[src/rtl/adcc_pkg.sv]
// package: register indices, bit positions and timing constants of the converter control block
package adcc_pkg;
    // printed register offsets kept as indices; byte address is four times the index
    localparam logic [7:0] CTRL_IDX = 8'hC0;
    localparam logic [7:0] RESULT_IDX = 8'hC5;
    localparam logic [7:0] DIN_OFF_IDX = 8'hF6;
    localparam logic [7:0] IEN0_IDX = 8'hA8;
    localparam logic [7:0] IEN1_IDX = 8'hE8;
    localparam logic [7:0] PORT0_IDX = 8'h80;
    localparam int ADDR_W = 10;
    localparam int IDX_SHIFT = 2;
    // control and interrupt enable register fields
    localparam int BIT_POWER_ON = 7;
    localparam int BIT_DONE = 4;
    localparam int BIT_START = 3;
    localparam int BIT_RC_SEL = 2;
    localparam int BIT_CH_HI = 1;
    localparam int BIT_CH_LO = 0;
    localparam int BIT_GLOBAL_IE = 7;
    localparam int BIT_CONV_IE = 4;
    localparam logic [7:0] RESET_BYTE = 8'h00;
    localparam logic [1:0] CH_RESET = 2'h0;
    // timing
    localparam int CLK_HZ = 20000000;
    localparam int SETTLE_US = 10;
    localparam int SETTLE_CYCLES = (SETTLE_US * (CLK_HZ / 1000000));
    localparam int MC_CLOCKS = 6;
    localparam int CPU_CONV_TICKS = 31;
    localparam int RC_CONV_TICKS = 108;
    localparam int SAR_BITS = 8;
    localparam logic [7:0] SAR_FIRST = 8'h80;
    typedef enum logic {ADCC_IDLE, ADCC_CONV} adcc_state_type;
endpackage

[src/rtl/adcc_top.sv]
// module: converter control, status, result and port input disable behind an APB slave
`timescale 1ns/1ps
`default_nettype none

module adcc_top
    import adcc_pkg::*;
#(
    parameter int CPU_TICKS = CPU_CONV_TICKS,
    parameter int RC_TICKS = RC_CONV_TICKS
) (
    // apb
    input wire logic pclk,
    input wire logic presetn,
    input wire logic psel,
    input wire logic penable,
    input wire logic pwrite,
    input wire logic [ADDR_W-1:0] paddr,
    input wire logic [31:0] pwdata,
    output logic [31:0] prdata,
    output logic pready,
    output logic pslverr,
    // analog front end
    input wire logic cmp_keep,
    input wire logic rc_tick,
    output logic [1:0] mux_select,
    output logic [7:0] trial_code,
    output logic converter_power_on,
    // port 0 digital path
    input wire logic [7:0] port0_pins,
    output logic [7:0] port0_read,
    output logic [7:0] port_digital_input_off,
    // system
    input wire logic power_down,
    input wire logic higher_irq_pending,
    output logic conv_irq
);
    function automatic logic reg_hit(input logic [ADDR_W-1:0] a, input logic [7:0] idx);
        return a == {idx, {IDX_SHIFT{1'b0}}};
    endfunction

    logic pready_q, pslverr_q;
    logic [31:0] prdata_q;
    logic power_on_q, done_q, busy_q, rc_sel_q, global_ie_q, conv_ie_q, irq_q;
    logic [1:0] chan_q, mux_q;
    logic [7:0] result_q, din_off_q, port_rd_q, sar_q, mask_q;
    logic [2:0] mc_div_q;
    logic [7:0] tick_cnt_q, per_cnt_q, mc_seen_q;
    adcc_state_type state_q;

    // bus decode
    wire logic access = psel & penable;
    wire logic hit_ctrl = reg_hit(paddr, CTRL_IDX);
    wire logic hit_res = reg_hit(paddr, RESULT_IDX);
    wire logic hit_doff = reg_hit(paddr, DIN_OFF_IDX);
    wire logic hit_ie0 = reg_hit(paddr, IEN0_IDX);
    wire logic hit_ie1 = reg_hit(paddr, IEN1_IDX);
    wire logic hit_port = reg_hit(paddr, PORT0_IDX);
    wire logic mapped = hit_ctrl | hit_res | hit_doff | hit_ie0 | hit_ie1 | hit_port;
    wire logic wr_en = access & pwrite & pready_q & mapped;
    wire logic w_ctrl = wr_en & hit_ctrl;
    wire logic [7:0] ctrl_rd = {power_on_q, 2'b00, done_q, busy_q, rc_sel_q, chan_q};
    wire logic [7:0] rd_byte = hit_ctrl ? ctrl_rd :
                               hit_res ? result_q :
                               hit_doff ? din_off_q :
                               hit_ie0 ? {global_ie_q, 7'h00} :
                               hit_ie1 ? {3'h0, conv_ie_q, 4'h0} :
                               hit_port ? port_rd_q : RESET_BYTE;

    // start and channel handling
    wire logic start_req = w_ctrl & pwdata[BIT_START] & ~busy_q & ~done_q;
    wire logic clear_write = done_q & ~pwdata[BIT_DONE];
    wire logic chan_we = w_ctrl & ~busy_q & ~clear_write;

    // conversion timing: machine cycle ticks or rc ticks
    wire logic mc_tick = (mc_div_q == 3'(MC_CLOCKS - 1));
    wire logic conv_tick = rc_sel_q ? rc_tick : mc_tick;
    wire logic [7:0] total_ticks = rc_sel_q ? 8'(RC_TICKS) : 8'(CPU_TICKS);
    wire logic [7:0] bit_period = 8'(total_ticks >> 3);
    wire logic converting = (state_q == ADCC_CONV);
    wire logic abort = converting & power_down & ~rc_sel_q;
    wire logic decide = converting & conv_tick & (per_cnt_q == bit_period - 8'h01) & (mask_q != 8'h00);
    wire logic done_evt = converting & ~abort & conv_tick & (tick_cnt_q == total_ticks - 8'h01);
    // keep the trial bit when the input lies above the trial level
    wire logic [7:0] sar_decided = cmp_keep ? sar_q : (sar_q & ~mask_q);
    wire logic [7:0] sar_next = sar_decided | (mask_q >> 1);
    wire logic [7:0] final_code = decide ? sar_decided : sar_q;
    wire logic irq_d = done_q & global_ie_q & conv_ie_q & ~higher_irq_pending;

    always_ff @(posedge pclk or negedge presetn) begin
        if (!presetn) begin
            pready_q <= 1'b0;
            pslverr_q <= 1'b0;
            prdata_q <= '0;
        end else begin
            pready_q <= access & ~pready_q;
            pslverr_q <= access & ~pready_q & ~mapped;
            prdata_q <= (access & ~pready_q & ~pwrite) ? {24'h000000, rd_byte} : '0;
        end
    end

    always_ff @(posedge pclk or negedge presetn) begin
        if (!presetn) begin
            power_on_q <= 1'b0;
            rc_sel_q <= 1'b0;
            chan_q <= CH_RESET;
            din_off_q <= RESET_BYTE;
            global_ie_q <= 1'b0;
            conv_ie_q <= 1'b0;
        end else begin
            if (w_ctrl) begin
                power_on_q <= pwdata[BIT_POWER_ON];
                rc_sel_q <= pwdata[BIT_RC_SEL];
            end
            if (chan_we) begin
                chan_q <= pwdata[BIT_CH_HI:BIT_CH_LO];
            end
            if (wr_en & hit_doff) begin
                din_off_q <= pwdata[7:0];
            end
            if (wr_en & hit_ie0) begin
                global_ie_q <= pwdata[BIT_GLOBAL_IE];
            end
            if (wr_en & hit_ie1) begin
                conv_ie_q <= pwdata[BIT_CONV_IE];
            end
        end
    end

    // done flag: hardware set wins over a software clear in the same cycle
    always_ff @(posedge pclk or negedge presetn) begin
        if (!presetn) begin
            done_q <= 1'b0;
            busy_q <= 1'b0;
        end else begin
            done_q <= done_evt | (done_q & ~(w_ctrl & ~pwdata[BIT_DONE]));
            busy_q <= start_req | (busy_q & ~done_evt & ~abort);
        end
    end

    always_ff @(posedge pclk or negedge presetn) begin
        if (!presetn) begin
            state_q <= ADCC_IDLE;
            mc_div_q <= '0;
            tick_cnt_q <= '0;
            per_cnt_q <= '0;
            sar_q <= '0;
            mask_q <= '0;
            result_q <= RESET_BYTE;
        end else begin
            mc_div_q <= mc_tick ? 3'h0 : mc_div_q + 3'h1;
            case (state_q)
                ADCC_IDLE: begin
                    if (start_req) begin
                        state_q <= ADCC_CONV;
                        tick_cnt_q <= '0;
                        per_cnt_q <= '0;
                        sar_q <= SAR_FIRST;
                        mask_q <= SAR_FIRST;
                    end
                end
                ADCC_CONV: begin
                    if (abort) begin
                        state_q <= ADCC_IDLE;
                        result_q <= sar_q;
                        mask_q <= '0;
                    end else if (done_evt) begin
                        state_q <= ADCC_IDLE;
                        result_q <= final_code;
                        mask_q <= '0;
                    end else if (conv_tick) begin
                        tick_cnt_q <= tick_cnt_q + 8'h01;
                        per_cnt_q <= decide ? 8'h00 : per_cnt_q + 8'h01;
                        if (decide) begin
                            sar_q <= sar_next;
                            mask_q <= mask_q >> 1;
                        end
                    end
                end
                default: begin
                    state_q <= ADCC_IDLE;
                end
            endcase
        end
    end

    always_ff @(posedge pclk or negedge presetn) begin
        if (!presetn) begin
            mux_q <= CH_RESET;
            port_rd_q <= RESET_BYTE;
            irq_q <= 1'b0;
            mc_seen_q <= '0;
        end else begin
            mux_q <= chan_q;
            port_rd_q <= port0_pins & ~din_off_q;
            irq_q <= irq_d;
            mc_seen_q <= start_req ? 8'h00 : (busy_q & mc_tick ? mc_seen_q + 8'h01 : mc_seen_q);
        end
    end

    assign prdata = prdata_q;
    assign pready = pready_q;
    assign pslverr = pslverr_q;
    assign mux_select = mux_q;
    assign trial_code = sar_q;
    assign converter_power_on = power_on_q;
    assign port0_read = port_rd_q;
    assign port_digital_input_off = din_off_q;
    assign conv_irq = irq_q;

    // cycle and decision counters that only the checks below read
    logic [9:0] conv_cyc_q;
    logic [3:0] dec_cnt_q;

    always_ff @(posedge pclk or negedge presetn) begin
        if (!presetn) begin
            conv_cyc_q <= '0;
            dec_cnt_q <= '0;
        end else begin
            conv_cyc_q <= start_req ? '0 : ((busy_q && (conv_cyc_q != '1)) ? conv_cyc_q + 10'h001 : conv_cyc_q);
            dec_cnt_q <= start_req ? '0 : (decide ? dec_cnt_q + 4'h1 : dec_cnt_q);
        end
    end
endmodule

`default_nettype wire

[config.mk]
export PLATFORM = sky130hd
export DESIGN_NAME = adcc_top
export DESIGN_NICKNAME = d
export VERILOG_FILES = /design/src/rtl/adcc_pkg.sv /design/src/rtl/adcc_top.sv
export SDC_FILE = /design/constraint.sdc
export NUM_CORES = 1
export LEC_CHECK = 0
export BUFFER_PORTS_ARGS = -buffer_cell sky130_fd_sc_hd__buf_2
export CORE_AREA = 4 4 101 113
export DETAILED_ROUTE_END_ITERATION = 12
export DIE_AREA = 0 0 105 117
export PLACE_DENSITY = 0.68
export SLEW_MARGIN = 20
export SYNTH_ARGS = -nofsm -noshare
export SYNTH_HDL_FRONTEND = slang
export SYNTH_SLANG_ARGS = --single-unit
[constraint.sdc]
create_clock -name pclk -period 3.19 [get_ports pclk]
set_clock_uncertainty 0.15 [all_clocks]
set_input_delay 0.7975 -clock pclk [delete_from_list [all_inputs] [get_ports pclk]]
set_output_delay 0.7975 -clock pclk [all_outputs]
set_load 0.01 [all_outputs]
# Yosys cells after proc, flatten, opt, wreduce, memory -nomap -nowiden
# Index checks and enable logic that the tools add are counted.
# totals
word_cells,144
inputBits,59
ff_bits,81
out_inout_bits,62
# classes
n_reduce_logical,6
n_eq_ne,16
n_mux,39
bitwise,57
addsub,5
# ops
cell,count
two-way mux 8 bit,28
one-hot mux 8 bit (2 select lines),4
"== test 10 bit, second input constant",6
AND 1 bit,32
"adder 8 x 1 -> 8 bit, second input constant",2
AND 8 bit,2
== test 8 bit,2
inverter 8 bit,2
inverter 1 bit,13
"inequality test 4 x 1 -> 1 bit, second input constant",2
bitwise OR 8 x 7 -> 8 bit,1
nonzero test 8 bit,1
"subtractor 7 x 1 -> 8 bit, second input constant",1
two-way mux 7 bit,1
bitwise OR 1 bit,7
"inequality test 2 bit, second input constant",3
AND reduction 5 bit,1
"subtractor 4 x 1 -> 5 bit, second input constant",1
two-way mux 1 bit,4
"inequality test 2 x 1 -> 1 bit, second input constant",2
AND reduction 4 bit,1
"adder 3 x 1 -> 3 bit, second input constant",1
"== test 3 bit, second input constant",1
two-way mux 3 bit,1
other kinds (4),4

# Logic depth before layout (Yosys ltp)
# Gate-level depths: netlist (run 1).
# logic_depth
depth_word,13
mapped_depth,8

# Worst setup path after synthesis (run 1)
# OpenSTA, ideal clock, no wires.
# synth_timing
kind,input-to-reg
start,in paddr[6]
end,reg per_cnt_q[4]
n_path_buf,1
required_ns,2.912
path_stages,7
arrival_time_ns,2.310
setup_time_ns,0.128
slack_ns,0.602
path_cell_list,nor4_1 -> nand2_1 -> nor4b_2 -> a21oi_1 -> clkbuf_1 -> o21ai_0 -> o31ai_1
# synth_between
elab_chain_len,13
# synth_lines
item,line_no,source
"start, declared",adcc_top.sv:17,"input wire logic [ADDR_W-1:0] paddr,"
== test 10 bit,adcc_top.sv:38,"return a == {idx, {IDX_SHIFT{1'b0}}};"
bitwise OR 1 bit (5 in a row),adcc_top.sv:58,wire logic mapped = hit_ctrl | hit_res | hit_doff | hit_ie0 | hit_ie1 | hit_port;
AND 1 bit,adcc_top.sv:59,wire logic wr_en = access & pwrite & pready_q & mapped;
AND 1 bit (*),adcc_top.sv:60,wire logic w_ctrl = wr_en & hit_ctrl;
AND 1 bit (*) (3 in a row),adcc_top.sv:70,wire logic start_req = w_ctrl & pwdata[BIT_START] & ~busy_q & ~done_q;
inequality test 2 bit (no line) (*),-,
AND reduction 4 bit (no line) (*),-,
"end signal, assigned",adcc_top.sv:172,per_cnt_q <= decide ? 8'h00 : per_cnt_q + 8'h01;
"end, declared",adcc_top.sv:47,"logic [7:0] tick_cnt_q, per_cnt_q, mc_seen_q;"
# Mark *: on every way between the ends. The rest lies on a longest branch, timed or not.
# A chain may end at the register's enable or synchronous reset.

# Worst setup path in the final report (run 1)
# layout_timing
start,reg rc_sel_q
end,reg tick_cnt_q[6]
# layout_between
elab_chain_len,8
# layout_lines
item,line_no,source
"start, declared",adcc_top.sv:43,"logic power_on_q, done_q, busy_q, rc_sel_q, global_ie_q, conv_ie_q, irq_q;"
"start signal, assigned",adcc_top.sv:112,rc_sel_q <= pwdata[BIT_RC_SEL];
"parallel branches: the longest is 7 deep, another holds subtractor 7 x 1 -> 8 bit",-,
AND reduction 4 bit (no line) (*),-,
"end signal, assigned",adcc_top.sv:171,tick_cnt_q <= tick_cnt_q + 8'h01;
"end, declared",adcc_top.sv:47,
# Every way passes the cells marked *.

==> metrics.md, run 1 <==
| Metric | Value |
|---|---|
| Final TNS setup | `0 ns` |
| Total CTS buffers | `9` |
| Place WS | `0.296 ns` |
| Critical setup path kind | `register to register` |
| Global placer's final weighted congestion | `0.896` |
| Dominant synthesized flop cell | `dfrtp_1` |
| RR Endpoint | `tick_cnt_q[6]` |
| Synth cell types | `63` |
| Largest net degree at the start of global routing | `82` |
| Cts hold-fix bufs | `0` |
| Clk_lat worst skew | `0.34 ns` |
| DR top layer | `met4` |
| Hold Path Sink | `mux_select[1]` |
| Max Freq | `0.390 GHz` |
| Sw frac | `24.2%` |
| Worst path slowest cell | `a21oi_1` |
| Crit path launch type | `register` |
| Critical Path RT | `3.26 ns` |
| Seq pwr share | `49.3%` |
| # H-tree levels | `3` |
| Post-DP HPWL | `7000 um` |
| Die area | `12,300 sq um` |
| Vias/cell | `5.34` |
| CTS resizes | `0` |
| Comb pwr share | `4.5%` |
| Syn Std Cell Area | `4020 sq um` |
| Antenna violations before repair | `0` |
| Wire length on met1 | `4130 um` |
| GRT Residual Overflow | `0` |
| Final Max Tran Viols | `0` |
| Synth top area share | `50.4%` |
| ANT nets after route | `0` |
| Met2 wire len | `4460 um` |
| Layout fillers | `947` |
| Final WL | `9370 um` |
| Post-synthesis sequential area ratio | `50.4%` |
| Hold path startpoint | `chan_q[1]` |
| Flop2flop setup slack | `0.63 ns` |
| Clk pin slew, worst setup/hold paths | `0.07 ns` |
| Maximum vdd drop | `0.000259 V` |
| R2r startpoint | `rc_sel_q` |
| CTS sink cnt | `81` |
| Layout cells sized above 1 | `27.1%` |
| Initial core utilization | `39.3%` |
| Worst r2r path cells | `6` |
| Hold Crit Class | `register to register` |
| Mapped Cells | `395` |
| Crit path max-delay family | `compound AO/OA/AOI/OAI gates` |
| Core ar. | `10,200 sq um` |
| Syn_area_per_cell | `10.2 sq um` |
| Slew HR | `39.3%` |
| Nets | `539` |
| Synth async-reset ratio | `100%` |
| Die height | `117 um` |
| Die W | `105 um` |
| Fin area | `4760 sq um` |
| Worst path max stage delay | `0.78 ns` |
| Met3 WL post-DR | `594 um` |
| Yosys warnings | `0` |
| First-pass detailed-route iteration total | `4` |
| RSZ-0062 raised after global routing | `false` |
| Total power draw | `2.12 mW` |
| Worst Setup Slack, final | `0.626 ns` |
| Static Leak | `2.34 nW` |
| Internal Dissipation | `1.61 mW` |
| Vias in the first global route | `3,103` |
| Dominant cell type by area after synthesis | `dfrtp_1` |
| Leading post-synthesis cells by cell area | `dfrtp_1, mux2_2, buf_4` |
| # diodes | `0` |
| Post-synth EDFFs | `0` |
| Max-cap viol count | `0` |
| Period utilization | `80.4%` |
| Global-route wire length before repair | `15,300 um` |
| Area Growth Syn to Fin | `18.4%` |
| Slew @ Worst Pin | `0.911 ns` |
| CP endpoint kind | `register` |
| Cell Pwr Density | `446 nW/um^2` |
| GRT Overall Usage | `15.5%` |
| Longest Clk Path Bufs | `2` |
| Arrival time at the worst endpoint | `2.63 ns` |
| DRC | `0` |
| Area post-placement | `4480 sq um` |
| Root Buffer | `clkbuf_16` |
| CP Cell Sequence | `nand4bb_1, nor3_1, o21ai_1, a21oi_1, mux2i_1, nand2_1` |
| TritonCTS clock tree | `done` |
| DR vias | `3,235` |
| Cell count of the worst hold path | `0` |
| Finish-stage setup viols | `0` |
| Drt wl/cell | `15.5 um` |
| Final min period | `2.56 ns` |
| Net Sw Power | `0.514 mW` |
| DR iter-0 viols | `240` |
| I/O Buffers | `72` |
| # rows | `39` |
| WP buf/inv | `0` |
| Clock Power Share | `46.3%` |
| Status | `complete, no violations` |
| I/O pin cnt | `121` |
| Hold Violations, Final | `0` |
| Number of synthesized register bits | `81` |
| Post-CTS setup buffers | `0` |
| Largest fanout on the critical path | `11` |
per-layer routing:
layer / global-route usage [%] / vias to the layer above
li1: - / 1561
met1: 19.8 / 1547
met2: 24.9 / 108
met3: 4.50 / 19
met4: 6.39 / 0
met5: 0 / -
power groups by stage:
stage / Combinational, mW / Sequential, mW / Clock, mW
4_1_cts: 0.0955 / 1.05 / 1.01
5_1_grt: 0.109 / 1.05 / 1.05
6_report: 0.0949 / 1.05 / 0.982
3_5_place_dp: 0.0950 / 1.07 / 0
2_1_floorplan: 0.0530 / 1.07 / 0
3_3_place_gp: 0.0940 / 1.06 / 0
final cells by class:
type                    count  area (sq um)  area share [%]
flip-flops and latches     81          2030            42.6
multi-input cells         281          1770            37.1
repair buffers             83           449            9.43
clock buffers               9           225            4.73
well taps                 123           154            3.23
inverters                  22          82.6            1.73
clock inverters             7          58.8            1.23
per-stage QoR:
stage,utilization (%),hold slack (ns),cells
after global routing,46.5,0.272,606
final,46.5,0.261,606
after CTS,46.4,0.261,606
after global placement,43.7,0.232,590
after floorplan,-,0.219,418
after detailed placement,43.7,0.245,590
cells in the final DEF, fill, tap and decap left out, types with 11 or more instances in the layout:
cell     Yosys  layout
dfrtp_1     81      81
buf_2        3      71
nand2_1     41      41
o21ai_0     30      30
conb_1       1      24
inv_1       21      21
mux2_2      17      17
nor2_1      16      16
nand3_1     15      15
nor3_1      15      15
buf_4       25      11
worst max path at each step:
stage | from | depth (start not counted) | end
floorplan | paddr[6] | 7 | per_cnt_q[4]
global placement | paddr[6] | 7 | per_cnt_q[5]
detailed placement | paddr[5] | 7 | port_digital_input_off[6]
CTS | rc_sel_q | 6 | result_q[5]
global route | paddr[6] | 7 | trial_code[5]
finish | rc_sel_q | 6 | tick_cnt_q[6]
cell usage after synthesis, types with 5 or more instances:
library cell  instances
nor2_1               16
o31ai_1               6
dfrtp_1              81
a21o_1                7
buf_4                25
nor3_1               15
o21ai_0              30
mux2_2               17
o22ai_1               5
a21oi_1               9
nand2_1              41
inv_1                21
a211oi_1              7
nor2b_1               9
nor4_1                8
nand3_1              15
state kept, by name, indices dropped and copies added, names as in the netlist:
signal,flops
tick_cnt_q,8
converting,1
done_q,1
conv_irq,1
rc_sel_q,1
prdata,8
busy_q,1
trial_code,8
conv_ie_q,1
mask_q,8
chan_q,2
per_cnt_q,8
pslverr,1
result_q,8
port_digital_input_off,8
port0_read,8
mux_select,2
mc_div_q,3
converter_power_on,1
global_ie_q,1
pready,1
logic make-up (layout without fill, tap and decap cells):
kind of cell / Yosys count / after routing / share of synthesized area, %
simple gates: 137 / 137 / 18.6
compound gates: 98 / 98 / 17.0
flops: 81 / 81 / 50.4
buf+inv: 56 / 121 / 7.84
mux: 20 / 20 / 5.51
fa+ha+maj: 2 / 2 / 0.622
other cells: 1 / 24 / 0.0932
No activity file was read; power rests on OpenSTA's default activity.
==> inputs of run 2 (changes only) <==
==> constraint.sdc (replaced) <==
create_clock -name pclk -period 2.55 [get_ports pclk]
set_clock_uncertainty 0.15 [all_clocks]
set_input_delay 0.6375 -clock pclk [delete_from_list [all_inputs] [get_ports pclk]]
set_output_delay 0.6375 -clock pclk [all_outputs]
set_load 0.01 [all_outputs]
==> metrics.md, run 2 (synthesized netlist as in run 1, its figures left out) <==
| Metric | Value |
|---|---|
| Status | `complete, no violations` |
| Crit path launch type | `register` |
| Vias in the first global route | `3,182 (+2.5%)` |
| Finish-stage setup viols | `0 (unchanged)` |
| Slew HR | `43.1% (+3.8 points)` |
| DR vias | `3,367 (+4.1%)` |
| DR iter-0 viols | `282 (+18%)` |
| Root Buffer | `clkbuf_16` |
| Max Freq | `0.426 GHz (+9.3%)` |
| Clk_lat worst skew | `0.34 ns (about the same)` |
| TritonCTS clock tree | `done` |
| CTS resizes | `0 (unchanged)` |
| I/O Buffers | `72 (unchanged)` |
| Period utilization | `92.0% (+12 points)` |
| Largest fanout on the critical path | `8 (-3)` |
| Initial core utilization | `39.3% (unchanged)` |
| Largest net degree at the start of global routing | `53 (-35%)` |
| Core ar. | `10,200 sq um (unchanged)` |
| Worst path max stage delay | `0.55 ns (-0.23 ns)` |
| Critical Path RT | `2.62 ns (-0.64 ns)` |
| DRC | `0 (unchanged)` |
| Post-DP HPWL | `7340 um (+4.9%)` |
| Cell Pwr Density | `569 nW/um^2 (+28%)` |
| Layout fillers | `925 (-2.3%)` |
| Commonest non-fill, non-tap cell in the layout | `dfrtp_1` |
| Cts hold-fix bufs | `0 (unchanged)` |
| Global placer's final weighted congestion | `0.929 (+3.8%)` |
| Static Leak | `2.44 nW (+4.3%)` |
| Antenna violations before repair | `0 (unchanged)` |
| CP endpoint kind | `register` |
| Arrival time at the worst endpoint | `2.42 ns (-0.21 ns)` |
| Maximum vdd drop | `0.000247 V (-4.6%)` |
| Most frequent cells in the layout | `dfrtp_1, buf_2, nand2_1` |
| GRT Residual Overflow | `0 (unchanged)` |
| Die height | `117 um (unchanged)` |
| # diodes | `0 (unchanged)` |
| # rows | `39 (unchanged)` |
| Die area | `12,300 sq um (unchanged)` |
| Clk pin slew, worst setup/hold paths | `0.06 ns (about the same)` |
| Non-filler cells, final | `623 (+2.8%)` |
| First-pass detailed-route iteration total | `5 (+1)` |
| # H-tree levels | `3 (unchanged)` |
| RSZ-0062 raised after global routing | `false` |
| ANT nets after route | `0 (unchanged)` |
| Critical setup path kind | `register to register` |
| Dpl cells | `607 (+2.9%)` |
| Hold Violations, Final | `0 (unchanged)` |
| I/O pin cnt | `121 (unchanged)` |
| Longest Clk Path Bufs | `2 (unchanged)` |
| Slew @ Worst Pin | `0.854 ns (-0.0571 ns)` |
| Area Growth Syn to Fin | `22.7%` |
| CP Cell Sequence | `or4b_4, a211oi_4, nand2_2, nor4_4, buf_4, a21boi_1, mux2_2` |
| Hold Crit Class | `input pin to async pin` |
| Layout cells sized above 1 | `29.6% (+2.5 points)` |
| CTS sink cnt | `81 (unchanged)` |
| GRT Overall Usage | `16.2% (+0.74 points)` |
| Max-cap viol count | `0 (unchanged)` |
| Post-CTS setup buffers | `0 (unchanged)` |
| Final WL | `9700 um (+3.5%)` |
| Global-route wire length before repair | `15,900 um (+4.3%)` |
| Total power draw | `2.81 mW (+32%)` |
| Drt wl/cell | `15.6 um (+0.67%)` |
| Die W | `105 um (unchanged)` |
| Final Max Tran Viols | `0 (unchanged)` |
| Vias/cell | `5.40 (+1.2%)` |
| Worst path slowest cell | `or4b_4` |
| Final min period | `2.35 ns (-0.218 ns)` |
| Total CTS buffers | `9 (unchanged)` |
| Nets | `556 (+3.2%)` |
-- run 2: changes by cell type in the layout (fill, tap and decap cells not counted) --
cell,previous run,this run
clkinvlp_4,1,2
inv_6,3,1
clkinv_2,1,2
clkinv_4,1,0
buf_6,1,0
buf_12,0,1
inv_8,1,0
bufinv_16,0,2
buf_4,11,28
-- run 2: worst paths after layout --
| check | startpoint | end | slack, ns | cells after the start |
|---|---|---|---|---|
| hold reg to reg | chan_q[1] | mux_select[1] | 0.26 | 0 |
| hold / removal | presetn | port0_read[7] | 0.07 | 1 |
| setup / recovery | per_cnt_q[2] | result_q[0] | 0.20 | 7 |
| min in group pclk | chan_q[1] | mux_select[1] | 0.26 | 0 |
| setup reg to reg | per_cnt_q[2] | result_q[0] | 0.20 | 7 |
| max in group asynchronous | presetn | mask_q[0] | 1.59 | 2 |
-- run 2: report_power, final --
part,leakage (nW),switching [mW],internal [mW]
Combinational,1.26,0.0822,0.0443
Clock,0.152,0.516,0.856
Sequential,1.04,0.0106,1.30
-- run 2: layout make-up --
type / count / area, sq um / area share [%]
timing repair buffer: 100 / 586 / 11.9
inverter: 22 / 82.6 / 1.67
clock buffer: 9 / 225 / 4.56
sequential: 81 / 2030 / 41.1
multi-input combinational: 281 / 1770 / 35.8
tap: 123 / 154 / 3.12
clock inverter: 7 / 93.8 / 1.90
-- run 2: critical path, delay by kind of cell (launching register included) --
kind	cells	cell delay, ns
AOI/OAI and AO/OA	2	0.38
buffers and inverters	1	0.20
DFF	1	0.44
muxes	1	0.27
and+or+nand+nor	3	0.79
-- run 2: routing by layer --
metal	vias up	track usage, %	share of wire, %
met2	120	26.3	47
met1	1625	20.7	44
li1	1599	-	-
met5	-	0	0
met3	23	4.00	6.2
met4	0	7.44	2.4
-- run 2: metrics by stage --
stage / hold slack [ns] / cell area [sq um] / setup slack, ns / utilization [%] / TNS [ns]
CTS: 0.0834 / 4930 / 0.202 / 48.2 / 0
floorplan: 0.192 / 4110 / 0.122 / - / 0
global placement: 0.233 / 4620 / -0.00479 / 45.0 / -0.00575
detailed placement: 0.243 / 4620 / -0.0526 / 45.0 / -0.138
global route: 0.106 / 4930 / 0.00532 / 48.2 / 0
finish: 0.0723 / 4930 / 0.204 / 48.2 / 0
==> inputs of run 3 (changes only) <==
--- a/config.mk
+++ b/config.mk
@@ -6,9 +6,9 @@
 export NUM_CORES = 1
 export LEC_CHECK = 0
 export BUFFER_PORTS_ARGS = -buffer_cell sky130_fd_sc_hd__buf_2
-export CORE_AREA = 4 4 101 113
+export CORE_AREA = 2 2 99 111
 export DETAILED_ROUTE_END_ITERATION = 12
-export DIE_AREA = 0 0 105 117
+export DIE_AREA = 0 0 101 113
 export PLACE_DENSITY = 0.68
 export SLEW_MARGIN = 20
 export SYNTH_ARGS = -nofsm -noshare
==> constraint.sdc (replaced) <==
create_clock -name pclk -period 2.55 [get_ports pclk]
set_clock_uncertainty 0.15 [all_clocks]
set_input_delay 0.1275 -clock pclk [delete_from_list [all_inputs] [get_ports pclk]]
set_output_delay 0.1275 -clock pclk [all_outputs]
set_load 0.01 [all_outputs]
==> metrics.md, run 3 (synthesized netlist as in run 1, its figures left out) <==
| Metric | Value |
|---|---|
| Status | `complete, no violations` |
| Crit path launch type | `register` |
| Largest fanout on the critical path | `8 (unchanged)` |
| Total power draw | `2.80 mW (-0.34%)` |
| Area post-placement | `4540 sq um (-1.6%)` |
| I/O pin cnt | `121 (unchanged)` |
| Nets | `569 (+2.3%)` |
| # H-tree levels | `3 (unchanged)` |
| Final TNS setup | `0 ns (unchanged)` |
| Layout cells sized above 1 | `27.7% (-1.9 points)` |
| TritonCTS clock tree | `done` |
| Clk pin slew, worst setup/hold paths | `0.07 ns (about the same)` |
| Largest net degree at the start of global routing | `82 (+55%)` |
| Hold Violations, Final | `0 (unchanged)` |
| Die W | `101 um (-3.8%)` |
| DRC | `0 (unchanged)` |
| Period utilization | `94.5% (+2.5 points)` |
| Final WL | `10,000 um (+3.3%)` |
| Arrival time at the worst endpoint | `2.48 ns (+0.06 ns)` |
| Core ar. | `10,200 sq um (unchanged)` |
| Area Growth Syn to Fin | `26.0%` |
| Final Max Tran Viols | `0 (unchanged)` |
| Antenna violations before repair | `0 (unchanged)` |
| DR vias | `3,391 (+0.71%)` |
| Max-cap viol count | `0 (unchanged)` |
| Static Leak | `2.48 nW (+1.6%)` |
| Worst Setup Slack, final | `0.141 ns (-0.0627 ns)` |
| Most frequent cells in the layout | `dfrtp_1, buf_2, nand2_1` |
| Hold Crit Class | `input pin to register` |
| Slew HR | `51.9% (+8.8 points)` |
| GRT Overall Usage | `17.6% (+1.4 points)` |
| Place WS | `0.106 ns (+0.159 ns)` |
| First-pass detailed-route iteration total | `4 (-1)` |
| Root Buffer | `clkbuf_16` |
| CTS sink cnt | `81 (unchanged)` |
| Vias in the first global route | `3,393 (+6.6%)` |
| ANT nets after route | `0 (unchanged)` |
| Maximum vdd drop | `0.000327 V (+33%)` |
| Commonest non-fill, non-tap cell in the layout | `dfrtp_1` |
| Initial core utilization | `39.3% (unchanged)` |
| Post-DP HPWL | `7170 um (-2.4%)` |
| GRT Residual Overflow | `0 (unchanged)` |
| Slew @ Worst Pin | `0.722 ns (-0.132 ns)` |
| Die height | `113 um (-3.4%)` |
| DR iter-0 viols | `247 (-12%)` |
| Global placer's final weighted congestion | `0.844 (-9.1%)` |
| Die area | `11,400 sq um (-7.1%)` |
| Finish-stage setup viols | `0 (unchanged)` |
| Fin area | `5070 sq um (+2.7%)` |
| Global-route wire length before repair | `16,100 um (+1.3%)` |
| CP endpoint kind | `register` |
| Vias/cell | `5.33 (-1.3%)` |
| Longest Clk Path Bufs | `2 (unchanged)` |
| Total CTS buffers | `9 (unchanged)` |
| # diodes | `0 (unchanged)` |
| RSZ-0062 raised after global routing | `false` |
| Max Freq | `0.415 GHz (-2.6%)` |
| Critical Path RT | `2.62 ns (about the same)` |
| Cell Pwr Density | `552 nW/um^2 (-3.0%)` |
| # rows | `39 (unchanged)` |
| Final min period | `2.41 ns (+0.0627 ns)` |
| I/O Buffers | `72 (unchanged)` |
| Critical setup path kind | `register to register` |
| Clk_lat worst skew | `0.33 ns (about the same)` |
| Drt wl/cell | `15.8 um (+1.2%)` |
## run 3: cell count changes in the layout (fill, tap and decap cells not counted), moves of 2 or more
cell / delta
dlygate4sd3_1: +20
buf_4: -7
clkinv_2: -2
inv_6: +2
## run 3: layout make-up
| type | instances | area [sq um] |
|---|---|---|
| clock buffers | 9 | 225 |
| clock inverters | 7 | 83.8 |
| fillers | 907 | 5180 |
| inverters | 22 | 82.6 |
| multi-input cells | 281 | 1770 |
| flip-flops and latches | 81 | 2030 |
| well taps | 123 | 154 |
| repair buffers | 113 | 724 |
## run 3: per-layer routing
| layer | vias to the layer above | wire length (um) | part of all wire [%] | GRT usage, % |
|---|---|---|---|---|
| met2 | 98 | 5060 | 50 | 31.1 |
| met5 | - | 0 | 0 | 0 |
| met3 | 4 | 539 | 5.4 | 3.52 |
| met1 | 1674 | 4360 | 44 | 21.7 |
| li1 | 1615 | - | - | - |
| met4 | 0 | 62 | 0.62 | 4.95 |
## run 3: path summary, 6_finish.rpt
| path | start | to | slack [ns] | depth (start not counted) |
|---|---|---|---|---|
| worst max-delay path | rc_sel_q | result_q[5] | 0.14 | 7 |
| worst min-delay path | cmp_keep | trial_code[7] | 0.03 | 3 |
| worst max register to register | rc_sel_q | result_q[5] | 0.14 | 7 |
| worst min register to register | chan_q[1] | mux_select[1] | 0.26 | 0 |
| max in group asynchronous | presetn | trial_code[1] | 1.50 | 2 |
| min in group asynchronous | presetn | port_digital_input_off[7] | 0.25 | 2 |
## run 3: critical path, cell delays in order, from the launching register on
cell and delay, ns:
dfrtp_1 0.44, or4b_4 0.57, a211oi_4 0.29, nand2_2 0.11
nor4_4 0.20, buf_4 0.19, a21boi_1 0.08, mux2_2 0.26
## run 3: repair_timing
item                                    CTS  global route
hold endpoints to repair                106             0
buffers inserted                          0             1
hold buffers                             20             0
endpoints found under the setup margin    0             5
resized for setup                         0             1
## run 3: power by group
part | switching (mW) | total [mW] | internal, mW
Sequential | 0.0102 | 1.31 | 1.30
Combinational | 0.0865 | 0.146 | 0.0598
Clock | 0.567 | 1.34 | 0.778
Total | 0.663 | 2.80 | 2.14
## run 3: through the flow
stage | std cells | hold slack [ns] | util [%]
after CTS | 635 | 0.0182 | 49.3
after global placement | 599 | 0.197 | 44.3
after detailed placement | 599 | 0.205 | 44.3
after global routing | 636 | 0.0549 | 49.5
after floorplan | 418 | -0.318 | -
final | 636 | 0.0317 | 49.5
